<file path="src/shared/fas_pkg.sv">
// Shared constants and types for the flash algorithm status flag block.
package fas_pkg;
    localparam int ADDR_W = 12;
    localparam int DATA_W = 16;
    localparam int CLK_PERIOD_NS = 20;
    localparam int SE_TIMEOUT_NS = 35000;
    // Least time, so the count rounds up.
    localparam int SE_TIMEOUT_CYC = (SE_TIMEOUT_NS + CLK_PERIOD_NS - 1) / CLK_PERIOD_NS;
    localparam int BIT_POLL = 7;
    localparam int BIT_ALT = 6;
    localparam int BIT_TLIM = 5;
    localparam int BIT_ETMR = 3;
    localparam int BIT_ALT2 = 2;
    localparam logic [15:0] STATUS_RESET = 16'h0000;
    localparam logic [7:0] CMD_RESET = 8'hF0;
    localparam logic [7:0] CMD_UNLOCK1 = 8'hAA;
    localparam logic [7:0] CMD_UNLOCK2 = 8'h55;
    localparam logic [7:0] CMD_PROG = 8'hA0;
    localparam logic [7:0] CMD_ERASE = 8'h80;
    localparam logic [7:0] CMD_CHIP = 8'h10;
    localparam logic [7:0] CMD_SECTOR = 8'h30;
    localparam logic [7:0] CMD_SUSPEND = 8'hB0;
    localparam logic [11:0] ADDR_UNLOCK1 = 12'hAA8;
    localparam logic [11:0] ADDR_UNLOCK2 = 12'h554;
    // Bus access size and access_size_field share one encoding.
    localparam logic [1:0] SZ_BYTE = 2'h0;
    localparam logic [1:0] SZ_HALF = 2'h1;
    localparam logic [1:0] SZ_WORD = 2'h2;
    localparam logic [1:0] ASZ_RESET = SZ_WORD;
    typedef enum logic [2:0] {
        FAS_IDLE, FAS_PROG, FAS_SE_WAIT, FAS_SE_RUN, FAS_CE_RUN, FAS_SE_SUSP, FAS_SUSP_PROG
    } fas_state_t;
    typedef enum logic [3:0] {
        OP_READ, OP_PROG, OP_CHIP_ERASE, OP_SECTOR_ERASE, OP_ADD_SECTOR,
        OP_SUSPEND, OP_RESUME, OP_RESET, OP_MODE
    } fas_op_t;
endpackage : fas_pkg

</file>
<file path="src/shared/fas_if.sv">
// Flash port between the processor-side host and the flash device.
`timescale 1ns/1ps
`default_nettype none
interface fas_if;
    logic [11:0] addr;
    logic [15:0] wdata;
    logic wr;
    logic rd;
    logic [1:0] size;
    logic [15:0] rdata;
    logic ready;
    logic asz_wr;
    logic [1:0] asz;
    modport device(input addr, input wdata, input wr, input rd, input size, input asz_wr, input asz,
                   output rdata, output ready);
    modport host(output addr, output wdata, output wr, output rd, output size, output asz_wr,
                 output asz, input rdata, input ready);
endinterface : fas_if
`default_nettype wire

</file>
<file path="src/hw/fas_flash_device.sv">
// Flash device end: array, command decode, algorithm timing and status word.
//
// Operation
// [RULE1] Ready flag low while algorithm runs.
// [RULE2] Busy reads anywhere return the status word.
// [RULE3] Host reads flags by half-word or byte.
// [RULE4] Read-only mode never returns the status word.
// [RULE5] Host discards first status after commands.
// [RULE6] Status bits 7,6,5,3,2; others undefined.
// [RULE7] Program polling returns inverted last data bit7.
// [RULE8] Erase polling reads 0, then 1.
// [RULE9] Toggle bit alternates while program or erase.
// [RULE10] Time-limit bit set when budget exceeded.
// [RULE11] Programming 1 over 0 locks the algorithm.
// [RULE12] Host aborts with read/reset on time limit.
// [RULE13] Sector erase starts after 35 us window.
// [RULE14] Erase timer 0 in window, accepts more sectors.
// [RULE15] Running erase ignores all but suspend.
// [RULE16] Second toggle alternates during any erase.
// [RULE17] Suspended erasing sectors give fixed suspend flags.
// [RULE18] Suspended, other sectors read array data.
// [RULE19] Suspended program reports its own flag pattern.
// [RULE20] Read/reset is default state after power-up, completion.
// [RULE21] Host polls completion before trusting array data.
// [RULE22] Suspend accepted only in sector erase phases.
// [RULE23] Access size 01 enables programming; reset read-only.
// [RULE24] Undefined bits zero; toggles flip per status read.
//
// Design decisions made here: the placing of the registers and the plain strobed port.
`timescale 1ns/1ps
`default_nettype none
module fas_flash_device #(
    parameter int DEPTH = 64,
    parameter int SECT_WORDS = 16,
    parameter int PROG_CYC = 20,
    parameter int ERASE_CYC = 200,
    parameter int LIMIT_CYC = 1000
) (
    input wire logic sys_clk_i,
    input wire logic rst_i,
    fas_if.device bus,
    output logic flash_ready_flag_o,
    output logic time_limit_flag_o
);
    import fas_pkg::*;

    localparam int IDX_W = $clog2(DEPTH);
    localparam int NSECT = DEPTH / SECT_WORDS;
    localparam int SB = $clog2(NSECT);

    logic [1:0] access_size_field_q;
    fas_state_t state_q, state_d;
    logic [2:0] step_q, step_d;
    logic [15:0] mem_q [DEPTH];
    logic [15:0] last_program_data_q;
    logic [IDX_W-1:0] pa_q;
    logic lock_q;
    logic [NSECT-1:0] sect_mask_q;
    logic [15:0] pcnt_q, ecnt_q, tmo_q;
    logic time_limit_flag_q;
    logic alternating_busy_flag_q, suspend_alternating_flag_q;
    logic [15:0] rdata_q;
    logic ready_q;

    logic prog_mode, wr_ok, busy, busy_d, in_erase_sect, flag_read, unl1, unl2;
    logic go_prog, go_se, go_ce, add_sect, resume, suspend, abort;
    logic tmo_done, done_prog, done_erase;
    logic [IDX_W-1:0] idx;
    logic [SB-1:0] sect;
    logic [7:0] d8;
    logic [15:0] status;

    // Access size selects read-only or programming mode.
    // [RULE23] mode from field
    assign prog_mode = access_size_field_q == SZ_HALF;
    assign wr_ok = bus.wr && prog_mode;
    assign idx = bus.addr[IDX_W:1];
    assign sect = idx[IDX_W-1 -: SB];
    assign d8 = bus.wdata[7:0];
    assign unl1 = bus.addr == ADDR_UNLOCK1 && d8 == CMD_UNLOCK1;
    assign unl2 = bus.addr == ADDR_UNLOCK2 && d8 == CMD_UNLOCK2;
    assign in_erase_sect = sect_mask_q[sect];
    assign busy = state_q inside {FAS_PROG, FAS_SE_WAIT, FAS_SE_RUN, FAS_CE_RUN, FAS_SUSP_PROG};
    assign busy_d = state_d inside {FAS_PROG, FAS_SE_WAIT, FAS_SE_RUN, FAS_CE_RUN, FAS_SUSP_PROG};
    assign tmo_done = state_q == FAS_SE_WAIT && tmo_q == 16'(SE_TIMEOUT_CYC - 1);
    // [RULE11] locked program never ends
    assign done_prog = (state_q == FAS_PROG || state_q == FAS_SUSP_PROG) && !lock_q
                       && pcnt_q == 16'(PROG_CYC - 1);
    assign done_erase = (state_q == FAS_SE_RUN || state_q == FAS_CE_RUN) && ecnt_q == 16'(ERASE_CYC - 1);

    // Flags need programming mode and a non-word read, so software in read-only mode always gets the array.
    // [RULE2] status replaces array
    // [RULE4] no flags when read-only
    // [RULE18] non-erasing sectors read array
    assign flag_read = bus.rd && prog_mode && bus.size != SZ_WORD
                       && (busy || (state_q == FAS_SE_SUSP && in_erase_sect));

    // [RULE6] status word layout
    always_comb begin
        status = STATUS_RESET;
        case (state_q)
            FAS_PROG, FAS_SUSP_PROG: begin
                // [RULE7] inverted program data
                status[BIT_POLL] = ~last_program_data_q[7];
                status[BIT_ALT] = alternating_busy_flag_q;
                status[BIT_TLIM] = time_limit_flag_q;
                // [RULE19] suspended program pattern
                status[BIT_ETMR] = state_q == FAS_SUSP_PROG;
            end
            FAS_SE_WAIT: begin
                // [RULE14] timer window reads 0
                status[BIT_ALT] = alternating_busy_flag_q;
                status[BIT_TLIM] = time_limit_flag_q;
                status[BIT_ALT2] = suspend_alternating_flag_q;
            end
            FAS_SE_RUN, FAS_CE_RUN: begin
                // [RULE8] erase polls as 0
                // [RULE16] second toggle in erase
                status[BIT_ALT] = alternating_busy_flag_q;
                status[BIT_TLIM] = time_limit_flag_q;
                status[BIT_ETMR] = 1'b1;
                status[BIT_ALT2] = suspend_alternating_flag_q;
            end
            FAS_SE_SUSP: begin
                // [RULE17] suspended erasing sector
                status[BIT_ETMR] = 1'b1;
                status[BIT_ALT2] = suspend_alternating_flag_q;
            end
            default: status = STATUS_RESET;
        endcase
    end

    always_comb begin
        step_d = (state_q == FAS_IDLE || state_q == FAS_SE_SUSP) ? step_q : 3'h0;
        go_prog = 1'b0;
        go_se = 1'b0;
        go_ce = 1'b0;
        add_sect = 1'b0;
        resume = 1'b0;
        suspend = 1'b0;
        abort = 1'b0;
        if (wr_ok) begin
            case (state_q)
                FAS_IDLE, FAS_SE_SUSP: begin
                    // Any unexpected write, the reset code included, drops the sequence.
                    step_d = 3'h0;
                    case (step_q)
                        3'h0: begin
                            if (unl1) begin
                                step_d = 3'h1;
                            end else if (state_q == FAS_SE_SUSP && d8 == CMD_SECTOR) begin
                                resume = 1'b1;
                            end
                        end
                        3'h1: step_d = unl2 ? 3'h2 : 3'h0;
                        3'h2: begin
                            if (bus.addr == ADDR_UNLOCK1 && d8 == CMD_PROG) begin
                                step_d = 3'h6;
                            end else if (bus.addr == ADDR_UNLOCK1 && d8 == CMD_ERASE && state_q == FAS_IDLE) begin
                                step_d = 3'h3;
                            end
                        end
                        3'h3: step_d = unl1 ? 3'h4 : 3'h0;
                        3'h4: step_d = unl2 ? 3'h5 : 3'h0;
                        3'h5: begin
                            go_ce = bus.addr == ADDR_UNLOCK1 && d8 == CMD_CHIP;
                            go_se = d8 == CMD_SECTOR;
                        end
                        default: go_prog = state_q == FAS_IDLE || !in_erase_sect;
                    endcase
                end
                FAS_SE_WAIT: begin
                    // [RULE22] suspend in timeout window
                    if (d8 == CMD_SUSPEND) begin
                        suspend = 1'b1;
                    end else if (d8 == CMD_SECTOR) begin
                        // [RULE14] extra sectors accepted
                        add_sect = 1'b1;
                    end
                end
                // [RULE15] only suspend while erasing
                FAS_SE_RUN: suspend = d8 == CMD_SUSPEND;
                default: abort = d8 == CMD_RESET && time_limit_flag_q;
            endcase
        end
    end

    // [RULE20] read/reset is home state
    always_comb begin
        state_d = state_q;
        if (go_prog) begin
            state_d = state_q == FAS_IDLE ? FAS_PROG : FAS_SUSP_PROG;
        end else if (go_se) begin
            state_d = FAS_SE_WAIT;
        end else if (go_ce) begin
            state_d = FAS_CE_RUN;
        end else if (resume || tmo_done) begin
            state_d = FAS_SE_RUN;
        end else if (suspend) begin
            state_d = FAS_SE_SUSP;
        end else if (abort || done_erase) begin
            state_d = FAS_IDLE;
        end else if (done_prog) begin
            state_d = state_q == FAS_PROG ? FAS_IDLE : FAS_SE_SUSP;
        end
    end

    always_ff @(posedge sys_clk_i or posedge rst_i) begin
        if (rst_i) begin
            state_q <= FAS_IDLE;
            step_q <= 3'h0;
        end else begin
            state_q <= state_d;
            step_q <= step_d;
        end
    end

    always_ff @(posedge sys_clk_i or posedge rst_i) begin
        if (rst_i) begin
            access_size_field_q <= ASZ_RESET;
        end else if (bus.asz_wr) begin
            access_size_field_q <= bus.asz;
        end
    end

    always_ff @(posedge sys_clk_i or posedge rst_i) begin
        if (rst_i) begin
            last_program_data_q <= 16'h0000;
            pa_q <= '0;
            lock_q <= 1'b0;
        end else if (go_prog) begin
            last_program_data_q <= bus.wdata;
            pa_q <= idx;
            lock_q <= |(bus.wdata & ~mem_q[idx]);
        end
    end

    // [RULE13] timeout before erase
    always_ff @(posedge sys_clk_i or posedge rst_i) begin
        if (rst_i) begin
            tmo_q <= 16'h0000;
            pcnt_q <= 16'h0000;
            ecnt_q <= 16'h0000;
        end else begin
            tmo_q <= go_se ? 16'h0000 : (state_q == FAS_SE_WAIT ? tmo_q + 16'h0001 : tmo_q);
            if (go_prog) begin
                pcnt_q <= 16'h0000;
            end else if ((state_q == FAS_PROG || state_q == FAS_SUSP_PROG) && pcnt_q != 16'hFFFF) begin
                pcnt_q <= pcnt_q + 16'h0001;
            end
            // Erase progress is kept across a suspension.
            if (go_se || go_ce) begin
                ecnt_q <= 16'h0000;
            end else if ((state_q == FAS_SE_RUN || state_q == FAS_CE_RUN) && ecnt_q != 16'hFFFF) begin
                ecnt_q <= ecnt_q + 16'h0001;
            end
        end
    end

    // [RULE10] budget overrun flag
    always_ff @(posedge sys_clk_i or posedge rst_i) begin
        if (rst_i) begin
            time_limit_flag_q <= 1'b0;
        end else if (go_prog || go_se || go_ce || abort) begin
            time_limit_flag_q <= 1'b0;
        end else if (((state_q == FAS_PROG || state_q == FAS_SUSP_PROG) && pcnt_q == 16'(LIMIT_CYC - 1))
                     || ((state_q == FAS_SE_RUN || state_q == FAS_CE_RUN) && ecnt_q == 16'(LIMIT_CYC - 1))) begin
            time_limit_flag_q <= 1'b1;
        end
    end

    always_ff @(posedge sys_clk_i or posedge rst_i) begin
        if (rst_i) begin
            sect_mask_q <= '0;
        end else if (done_erase || abort) begin
            sect_mask_q <= '0;
        end else if (go_se || add_sect) begin
            sect_mask_q[sect] <= 1'b1;
        end
    end

    // Cells only clear on program, so a locked write leaves the array untouched.
    always_ff @(posedge sys_clk_i or posedge rst_i) begin
        if (rst_i) begin
            for (int i = 0; i < DEPTH; i++) begin
                mem_q[i] <= 16'hFFFF;
            end
        end else if (done_prog) begin
            mem_q[pa_q] <= mem_q[pa_q] & last_program_data_q;
        end else if (done_erase) begin
            for (int i = 0; i < DEPTH; i++) begin
                if (state_q == FAS_CE_RUN || sect_mask_q[i / SECT_WORDS]) begin
                    mem_q[i] <= 16'hFFFF;
                end
            end
        end
    end

    // [RULE9] flip per status read
    // [RULE24] toggles advance on reads
    always_ff @(posedge sys_clk_i or posedge rst_i) begin
        if (rst_i) begin
            alternating_busy_flag_q <= 1'b0;
            suspend_alternating_flag_q <= 1'b0;
        end else if (flag_read) begin
            alternating_busy_flag_q <= ~alternating_busy_flag_q;
            suspend_alternating_flag_q <= ~suspend_alternating_flag_q;
        end
    end

    // [RULE1] ready flag tracks algorithm
    always_ff @(posedge sys_clk_i or posedge rst_i) begin
        if (rst_i) begin
            rdata_q <= 16'h0000;
            ready_q <= 1'b1;
        end else begin
            ready_q <= !busy_d;
            if (bus.rd) begin
                rdata_q <= flag_read ? status : mem_q[idx];
            end
        end
    end

    assign bus.rdata = rdata_q;
    assign bus.ready = ready_q;
    assign flash_ready_flag_o = ready_q;
    assign time_limit_flag_o = time_limit_flag_q;
endmodule : fas_flash_device
`default_nettype wire

</file>
<file path="src/flat_wrapper.sv">
// flat-port wrapper written by rule: the top's interface ports become plain ports
module fas_flash_device_flat import fas_pkg::*;
#(
    parameter int DEPTH = 64,
    parameter int SECT_WORDS = 16,
    parameter int PROG_CYC = 20,
    parameter int ERASE_CYC = 200,
    parameter int LIMIT_CYC = 1000
)
  (sys_clk_i, rst_i, flash_ready_flag_o, time_limit_flag_o, bus_addr, bus_wdata, bus_wr, bus_rd, bus_size, bus_asz_wr, bus_asz, bus_rdata, bus_ready);
  fas_if bus_i ();
  input wire logic sys_clk_i;
  input wire logic rst_i;
  output logic flash_ready_flag_o;
  output logic time_limit_flag_o;
  input wire logic [$bits(bus_i.addr)-1:0] bus_addr;
  input wire logic [$bits(bus_i.wdata)-1:0] bus_wdata;
  input wire logic [$bits(bus_i.wr)-1:0] bus_wr;
  input wire logic [$bits(bus_i.rd)-1:0] bus_rd;
  input wire logic [$bits(bus_i.size)-1:0] bus_size;
  input wire logic [$bits(bus_i.asz_wr)-1:0] bus_asz_wr;
  input wire logic [$bits(bus_i.asz)-1:0] bus_asz;
  output wire logic [$bits(bus_i.rdata)-1:0] bus_rdata;
  output wire logic [$bits(bus_i.ready)-1:0] bus_ready;
  assign bus_i.addr = bus_addr;
  assign bus_i.wdata = bus_wdata;
  assign bus_i.wr = bus_wr;
  assign bus_i.rd = bus_rd;
  assign bus_i.size = bus_size;
  assign bus_i.asz_wr = bus_asz_wr;
  assign bus_i.asz = bus_asz;
  assign bus_rdata = bus_i.rdata;
  assign bus_ready = bus_i.ready;
  fas_flash_device #(.DEPTH(DEPTH), .SECT_WORDS(SECT_WORDS), .PROG_CYC(PROG_CYC), .ERASE_CYC(ERASE_CYC), .LIMIT_CYC(LIMIT_CYC)) u_core (.sys_clk_i(sys_clk_i), .rst_i(rst_i), .bus(bus_i), .flash_ready_flag_o(flash_ready_flag_o), .time_limit_flag_o(time_limit_flag_o));
endmodule
</file>
<file path="config.mk">
export PLATFORM = sky130hd
export DESIGN_NAME = fas_flash_device_flat
export DESIGN_NICKNAME = d
export VERILOG_FILES = /design/src/shared/fas_pkg.sv /design/src/shared/fas_if.sv /design/src/hw/fas_flash_device.sv /design/src/flat_wrapper.sv
export SDC_FILE = /design/constraint.sdc
export NUM_CORES = 2
export LEC_CHECK = 0
export ABC_AREA = 1
export BUFFER_PORTS_ARGS = -buffer_cell sky130_fd_sc_hd__buf_2
export CAP_MARGIN = 20
export CORE_UTILIZATION = 50
export CTS_BUF_LIST = sky130_fd_sc_hd__clkbuf_4 sky130_fd_sc_hd__clkbuf_8 sky130_fd_sc_hd__clkbuf_16
export DETAILED_ROUTE_END_ITERATION = 8
export HOLD_SLACK_MARGIN = 0.02
export PLACE_DENSITY = 0.72
export SLEW_MARGIN = 15
export SYNTH_ARGS = -nofsm -noshare
export SYNTH_HDL_FRONTEND = slang
export SYNTH_SLANG_ARGS = --single-unit
export TNS_END_PERCENT = 5
</file>
<file path="constraint.sdc">
create_clock -name sys_clk_i -period 45.2 [get_ports sys_clk_i]
set_clock_uncertainty 0.2 [all_clocks]
set_input_delay 6.78 -clock sys_clk_i [delete_from_list [all_inputs] [get_ports sys_clk_i]]
set_output_delay 6.78 -clock sys_clk_i [all_outputs]
set_load 0.02 [all_outputs]
</file>
; ---- After elaboration in Yosys (flattened, before gate mapping)
; Cells that the tools add are included.
[word_totals]
regBits = 1127
inputBits = 37
[op_classes]
add_sub_neg = 3
magnitude_cmp = 5
eq_ne = 35
n_mux = 76
n_bitwise = 9
reduce_logical = 69
[op_table]
columns = cell, n
row1 = $mux 1024, 2
row2 = $bwmux 1024, 1
row3 = $mux 16, 16
row4 = $bmux 16 s6, 2
row5 = $demux 16 s6, 1
row6 = $add 16x1->16 const B, 3
row7 = $mux 3, 15
row8 = $eq 8x8->1 const B, 5
row9 = $and 16x16->16, 2
row10 = $eq 16x10->1 const B, 2
row11 = $ne 16x16->1 const B, 2
row12 = $mux 1, 29
row13 = $logic_and 1x1->1, 23
row14 = $eq 3x3->1 const B, 7
row15 = $reduce_bool 2->1, 10
row16 = $eq 3x2->1 const B, 6
row17 = $logic_or 1x1->1, 17
row18 = $eq 16x11->1 const B, 1
row19 = $eq 16x5->1 const B, 1
row20 = $eq 16x8->1 const B, 1
row21 = $not 16->16, 1
row22 = $reduce_or 16->1, 1
row23 = $pmux 3 s5, 1
row24 = $ge 7x7->1 const B, 2
row25 = other kinds (28), 46

; ---- Depth between registers and ports, before layout
[logic_depth]
depth_word = 15
ltp_mapped = 19
mapped_depth_nobuf = 18

; ---- Least setup slack after synthesis
; OpenSTA, ideal clock, no wires.
[synth_timing]
path_type = input port to flip-flop
from = in bus_addr[3]
to = reg u_core.lock_q
setup_time_ns = 0.117
arrival_time_ns = 8.471
required_ns = 44.883
slack_ns = 36.411
cell_stages = 18
path_cell_list = clkbuf_1 -> inv_1 -> nor2_1 -> clkbuf_1 -> clkbuf_1 -> nand2_1 -> nand2_1 -> inv_1 -> nand2_1 -> nand2_1 -> nand2_1 -> nor2_1 -> nand2_1 -> nand2_1 -> nor2_1 -> nand2_1 -> nor2_1 -> nor2_1
[synth_via]
elab_chain_len = 7
[synth_rtl]
columns = element, line
row1 = from (decl), flat_wrapper.sv:16  ; input wire logic [$bits(bus_i.addr)-1:0] bus_addr;
row2 = $not 6->7 (not written as such), fas_flash_device.sv:234  ; lock_q <= |(bus.wdata & ~mem_q[idx]);
row3 = $bmux 16 s6, fas_flash_device.sv:234
row4 = $mux 16 (not written as such) (2 in series), fas_flash_device.sv:234
row5 = $not 16->16, fas_flash_device.sv:234
row6 = $and 16x16->16, fas_flash_device.sv:234
row7 = $reduce_or 16->1, fas_flash_device.sv:234
row8 = to (signal assigned), fas_flash_device.sv:234
row9 = to (decl), fas_flash_device.sv:57  ; logic lock_q;
; Every way passes these cells. The select of a mux whose other input is x is not followed.
; A chain may end at the register's enable or synchronous reset.

; ---- Final worst setup path
[layout_timing]
from = in bus_addr[2]
to = reg u_core.lock_q
; The elaborated chain is that of the path after synthesis.

==> run summary <==
### Status
• **status** completed

### Final layout
• **# nets final** 9,279
• **most common cell after layout, fill and taps aside** sky130_fd_sc_hd__nand2_1
• **Filler cells** 12,700
• **total area of multi-input combinational cells** 29,300 um2
• **Synth-to-Final Area Change** 7.83%
• **FF/Latch Area** 29,500 um2
• **post-layout instance count excluding filler cells** 11,100
• **total non-filler cell area in the finished layout** 73,300 um2
• **share of cells above drive strength 1** 17.6%
• **commonest cells after routing, fill and taps aside** 2,710 x sky130_fd_sc_hd__nand2_1, 1,659 x sky130_fd_sc_hd__inv_1, 1,037 x sky130_fd_sc_hd__nand3_1

### Placement
• **total instance count after detailed placement** 10,900
• **DPL Wire Length** 171,000 um
• **global placer's final weighted congestion** 1.02
• **placed cell area** 68,900 um2
• **I/O Buffers** 55

### Yosys
• **dominant combinational cell family by area after synthesis** simple AND/OR/NAND/NOR gates
• **post-synthesis net count** 9,600
• **library cells used by synthesis** 56
• **share of synthesized cell area in full adder, half adder and majority cells** 0.110%
• **Post-Synth Simple-Gate Area** 27.7%
• **average cell area after synthesis** 7.11 um2
• **synthesized netlist cell count** 9,557
• **post-synth top area share** 39.7%
• **Yosys reg bits** 1,127
• **share of synthesized registers carrying an async set or reset** 100%
• **mux cell area share after synthesis** 0%
• **fraction of the yosys area taken by sequential cells** 43.4%
• **dominant cells by area after synthesis** sky130_fd_sc_hd__dfstp_2 40%, sky130_fd_sc_hd__nand2_1 15%, sky130_fd_sc_hd__inv_1 9.2%, sky130_fd_sc_hd__nand3_1 7.7%, sky130_fd_sc_hd__a22oi_1 4.7%
• **most used flip-flop cell after synthesis** sky130_fd_sc_hd__dfstp_2
• **number of enable flip-flop cells after synthesis** 0
• **Ys Warns** 0
• **area fraction in compound gates after synthesis** 14.9%
• **largest area contributor in the netlist** sky130_fd_sc_hd__dfstp_2
• **netlist area before placement** 68,000 um2
• **xor/xnor cell area share of the yosys netlist** 0.116%

### STA
• **RSZ-0062 raised after global routing** false
• **post-layout min period** 10,670 ps
• **number of max-slew violations in the final report** 0
• **final hold violation count** 0
• **final setup fails** 0
• **total negative setup slack** 0 ps
• **fmax** 93.7 MHz
• **headroom to the max-slew limit** 14.5%
• **Tightest Pin Transition** 1270 ps
• **fraction of the cycle the final worst path needs** 23.6%

### Routing
• **via count of the routed design** 68,600
• **total DRC errors in the routed layout** 0
• **starting DRC count in detailed routing** 11,000
• **average routed wire per standard cell** 25.4 um
• **antenna-violating nets left** 0
• **routed vias/inst** 6.18
• **Pre-Repair DR Iteration Count** 9
• **wire length after detailed routing** 282,000 um

### Setup path
• **critical path's slowest cell** sky130_fd_sc_hd__buf_4
• **number of buffers and inverters on the critical path** 5
• **Worst Path Arrival** 11,150 ps
• **CP endpoint kind** flop
• **CP max stage delay** 820 ps
• **crit-path max FO** 74
• **cell type group with the largest total delay on the critical path** buffers and inverters
• **Worst Path Required** 45,680 ps
• **startpoint types** input pin
• **cell-by-cell listing of the critical path** buf_8 -> buf_4 -> buf_4 -> buf_4 -> o21ai_0 -> o21ai_0 -> nand2_1 -> nand2_1 -> inv_1 -> nand2_1 -> nand2_1 -> nand2_1 -> nor2_1 -> nand2_1 -> nand2_1 -> nor2_1 -> nand2_1 -> nor2_1 -> nor2_1
• **most common cell type on the critical path** sky130_fd_sc_hd__nand2_1
• **kind of critical path** in2reg

### GRT
• **global-route wire length before repair** 416,000 um
• **number of global-route vias before repair** 64,700
• **largest net degree at the start of global routing** 191
• **GRT Total Usage** 40.5%
• **antenna violations before repair** 13
• **aggregate global routing overflow** 0

### Worst hold path
• **Worst Hold Class** reg2reg

### Clocking
• **TritonCTS Buffers** 132
• **clock latency reported for the late side of the worst-skew pair** 800 ps
• **cell at the root of the clock tree** sky130_fd_sc_hd__clkbuf_16
• **# H-tree levels** 4
• **clk sinks** 1,127
• **count of instances resized after the clock tree is built** 0
• **clock transition at the registers of the reported paths** 60 ps
• **maximum number of buffers from clock root to sink** 3
• **number of buffers added for setup after CTS** 0
• **clock tree from TritonCTS** built
• **number of buffers inserted for hold repair after clock tree synthesis** 0

### Floorplan
• **chip height** 371 um
• **die area** 137,000 um2
• **standard-cell rows** 134
• **die width** 371 um
• **initial core utilization** 50.7%
• **core region area** 134,000 um2
• **ports placed on the boundary** 56

### Pwr
• **Pwr per Cell Area** 31.2 nW/um2
• **Static Leak** 37.1 nW
• **Power, Total** 2.29 mW
• **worst supply voltage drop on vdd** 0.0359 mV

### Flow run
• **Max Cap Viol** 0

per-stage QoR:
stage / hold WS (ps) / setup WS, ps / util (%)
after global placement: 265 / 33990 / 51.3
after floorplan: 241 / 8180 / -
final: 284 / 34530 / 54.6
after CTS: 284 / 34810 / 54.6
after detailed placement: 269 / 34000 / 51.4
after global routing: 295 / 34470 / 54.6
per-layer routing:
metal	GRT usage (%)	part of all wire [%]	vias to the layer above	routed length, um
met3	11.9	14	1330	39100
met1	51.7	36	32300	102000
met4	30.7	8.7	14	24500
met2	57.6	41	5113	116000
li1	-	-	29800	-
met5	0	0.035	-	99
flip-flops by register name, indices dropped and copies added (netlist names):
register / flops
u_core.bus.ready: 1
u_core.pa_q: 6
u_core.bus.rdata: 16
u_core.alternating_busy_flag_q: 1
u_core.mem_q: 1024
u_core.lock_q: 1
u_core.sect_mask_q: 4
u_core.time_limit_flag_o: 1
u_core.ecnt_q: 16
u_core.access_size_field_q: 2
u_core.state_q: 3
u_core.pcnt_q: 16
u_core.suspend_alternating_flag_q: 1
u_core.step_q: 3
u_core.tmo_q: 16
u_core.last_program_data_q: 16
synth_stat cells, types with 16 or more instances:
cell type,count
sky130_fd_sc_hd__nor2_4,17
sky130_fd_sc_hd__dfstp_2,1026
sky130_fd_sc_hd__inv_1,1664
sky130_fd_sc_hd__buf_2,246
sky130_fd_sc_hd__a21boi_0,32
sky130_fd_sc_hd__nand3_1,1045
sky130_fd_sc_hd__a22oi_1,426
sky130_fd_sc_hd__a21boi_1,16
sky130_fd_sc_hd__nand2_1,2717
sky130_fd_sc_hd__o21ai_1,77
sky130_fd_sc_hd__nand4_1,46
sky130_fd_sc_hd__dfrtp_1,101
sky130_fd_sc_hd__nand2_2,22
sky130_fd_sc_hd__o2111ai_1,25
sky130_fd_sc_hd__clkbuf_1,315
sky130_fd_sc_hd__o22ai_1,305
sky130_fd_sc_hd__buf_4,38
sky130_fd_sc_hd__inv_2,55
sky130_fd_sc_hd__buf_1,46
sky130_fd_sc_hd__nor2_1,468
sky130_fd_sc_hd__o21ai_0,215
sky130_fd_sc_hd__a21oi_1,244
sky130_fd_sc_hd__o211ai_1,189
sky130_fd_sc_hd__or2_1,22
sky130_fd_sc_hd__nor3_1,63
sky130_fd_sc_hd__nor2_2,38
layout make-up:
cell class	count	area share (%)
flip-flops and latches	1127	40.2
multi-input cells	6061	40.0
inverters	1721	8.86
repair buffers	193	2.00
clock buffers	186	5.31
well taps	1768	3.02
diodes	1	0.00341
clock inverters	43	0.589
report_power, final:
| part | internal, mW | switching [mW] |
|---|---|---|
| combinational | 0.0389 | 0.125 |
| sequential | 1.02 | 0.0102 |
| clock | 0.631 | 0.462 |
| total | 1.69 | 0.597 |
worst paths after layout:
check | startpoint | end | slack [ps] | depth (start not counted)
setup / recovery | bus_addr[2] | u_core.lock_q$_DFFE_PP0P_ | 34530 | 19
hold / removal | u_core.bus.rdata[1]$_DFFE_PP0P_ | u_core.bus.rdata[1]$_DFFE_PP0P_ | 280 | 2
setup reg to reg | u_core.pa_q[2]$_DFFE_PP0P_ | u_core.mem_q[379]$_DFFE_PP1P_ | 38890 | 16
hold reg to reg | u_core.bus.rdata[1]$_DFFE_PP0P_ | u_core.bus.rdata[1]$_DFFE_PP0P_ | 280 | 2
max in group asynchronous | rst_i | u_core.mem_q[664]$_DFFE_PP1P_ | 35610 | 5
min in group asynchronous | rst_i | u_core.bus.rdata[1]$_DFFE_PP0P_ | 6020 | 2
cells by family (layout without fill, tap and decap cells):
group,after synthesis,in the layout
flops,1127,1127
buf+inv,2369,2143
simple gates,4476,4476
xor+xnor,9,9
fa+ha+maj,6,6
compound gates,1570,1570
other cells,0,1
worst register-to-register path, stage by stage, from the launching register on:
cell,delay (ps)
sky130_fd_sc_hd__dfrtp_1,610
sky130_fd_sc_hd__inv_1,280
sky130_fd_sc_hd__nand3_4,500
sky130_fd_sc_hd__buf_4,600
sky130_fd_sc_hd__buf_4,700
sky130_fd_sc_hd__o22ai_1,190
sky130_fd_sc_hd__a21oi_1,160
sky130_fd_sc_hd__nand2_1,80
sky130_fd_sc_hd__o21ai_0,400
sky130_fd_sc_hd__nand2_1,280
sky130_fd_sc_hd__nor2_1,480
sky130_fd_sc_hd__nand2_1,140
sky130_fd_sc_hd__nand2_2,530
sky130_fd_sc_hd__buf_4,740
sky130_fd_sc_hd__nand3_1,180
sky130_fd_sc_hd__nand2_1,120
sky130_fd_sc_hd__inv_1,40
Note: power is estimated with default switching activity, not from simulation.
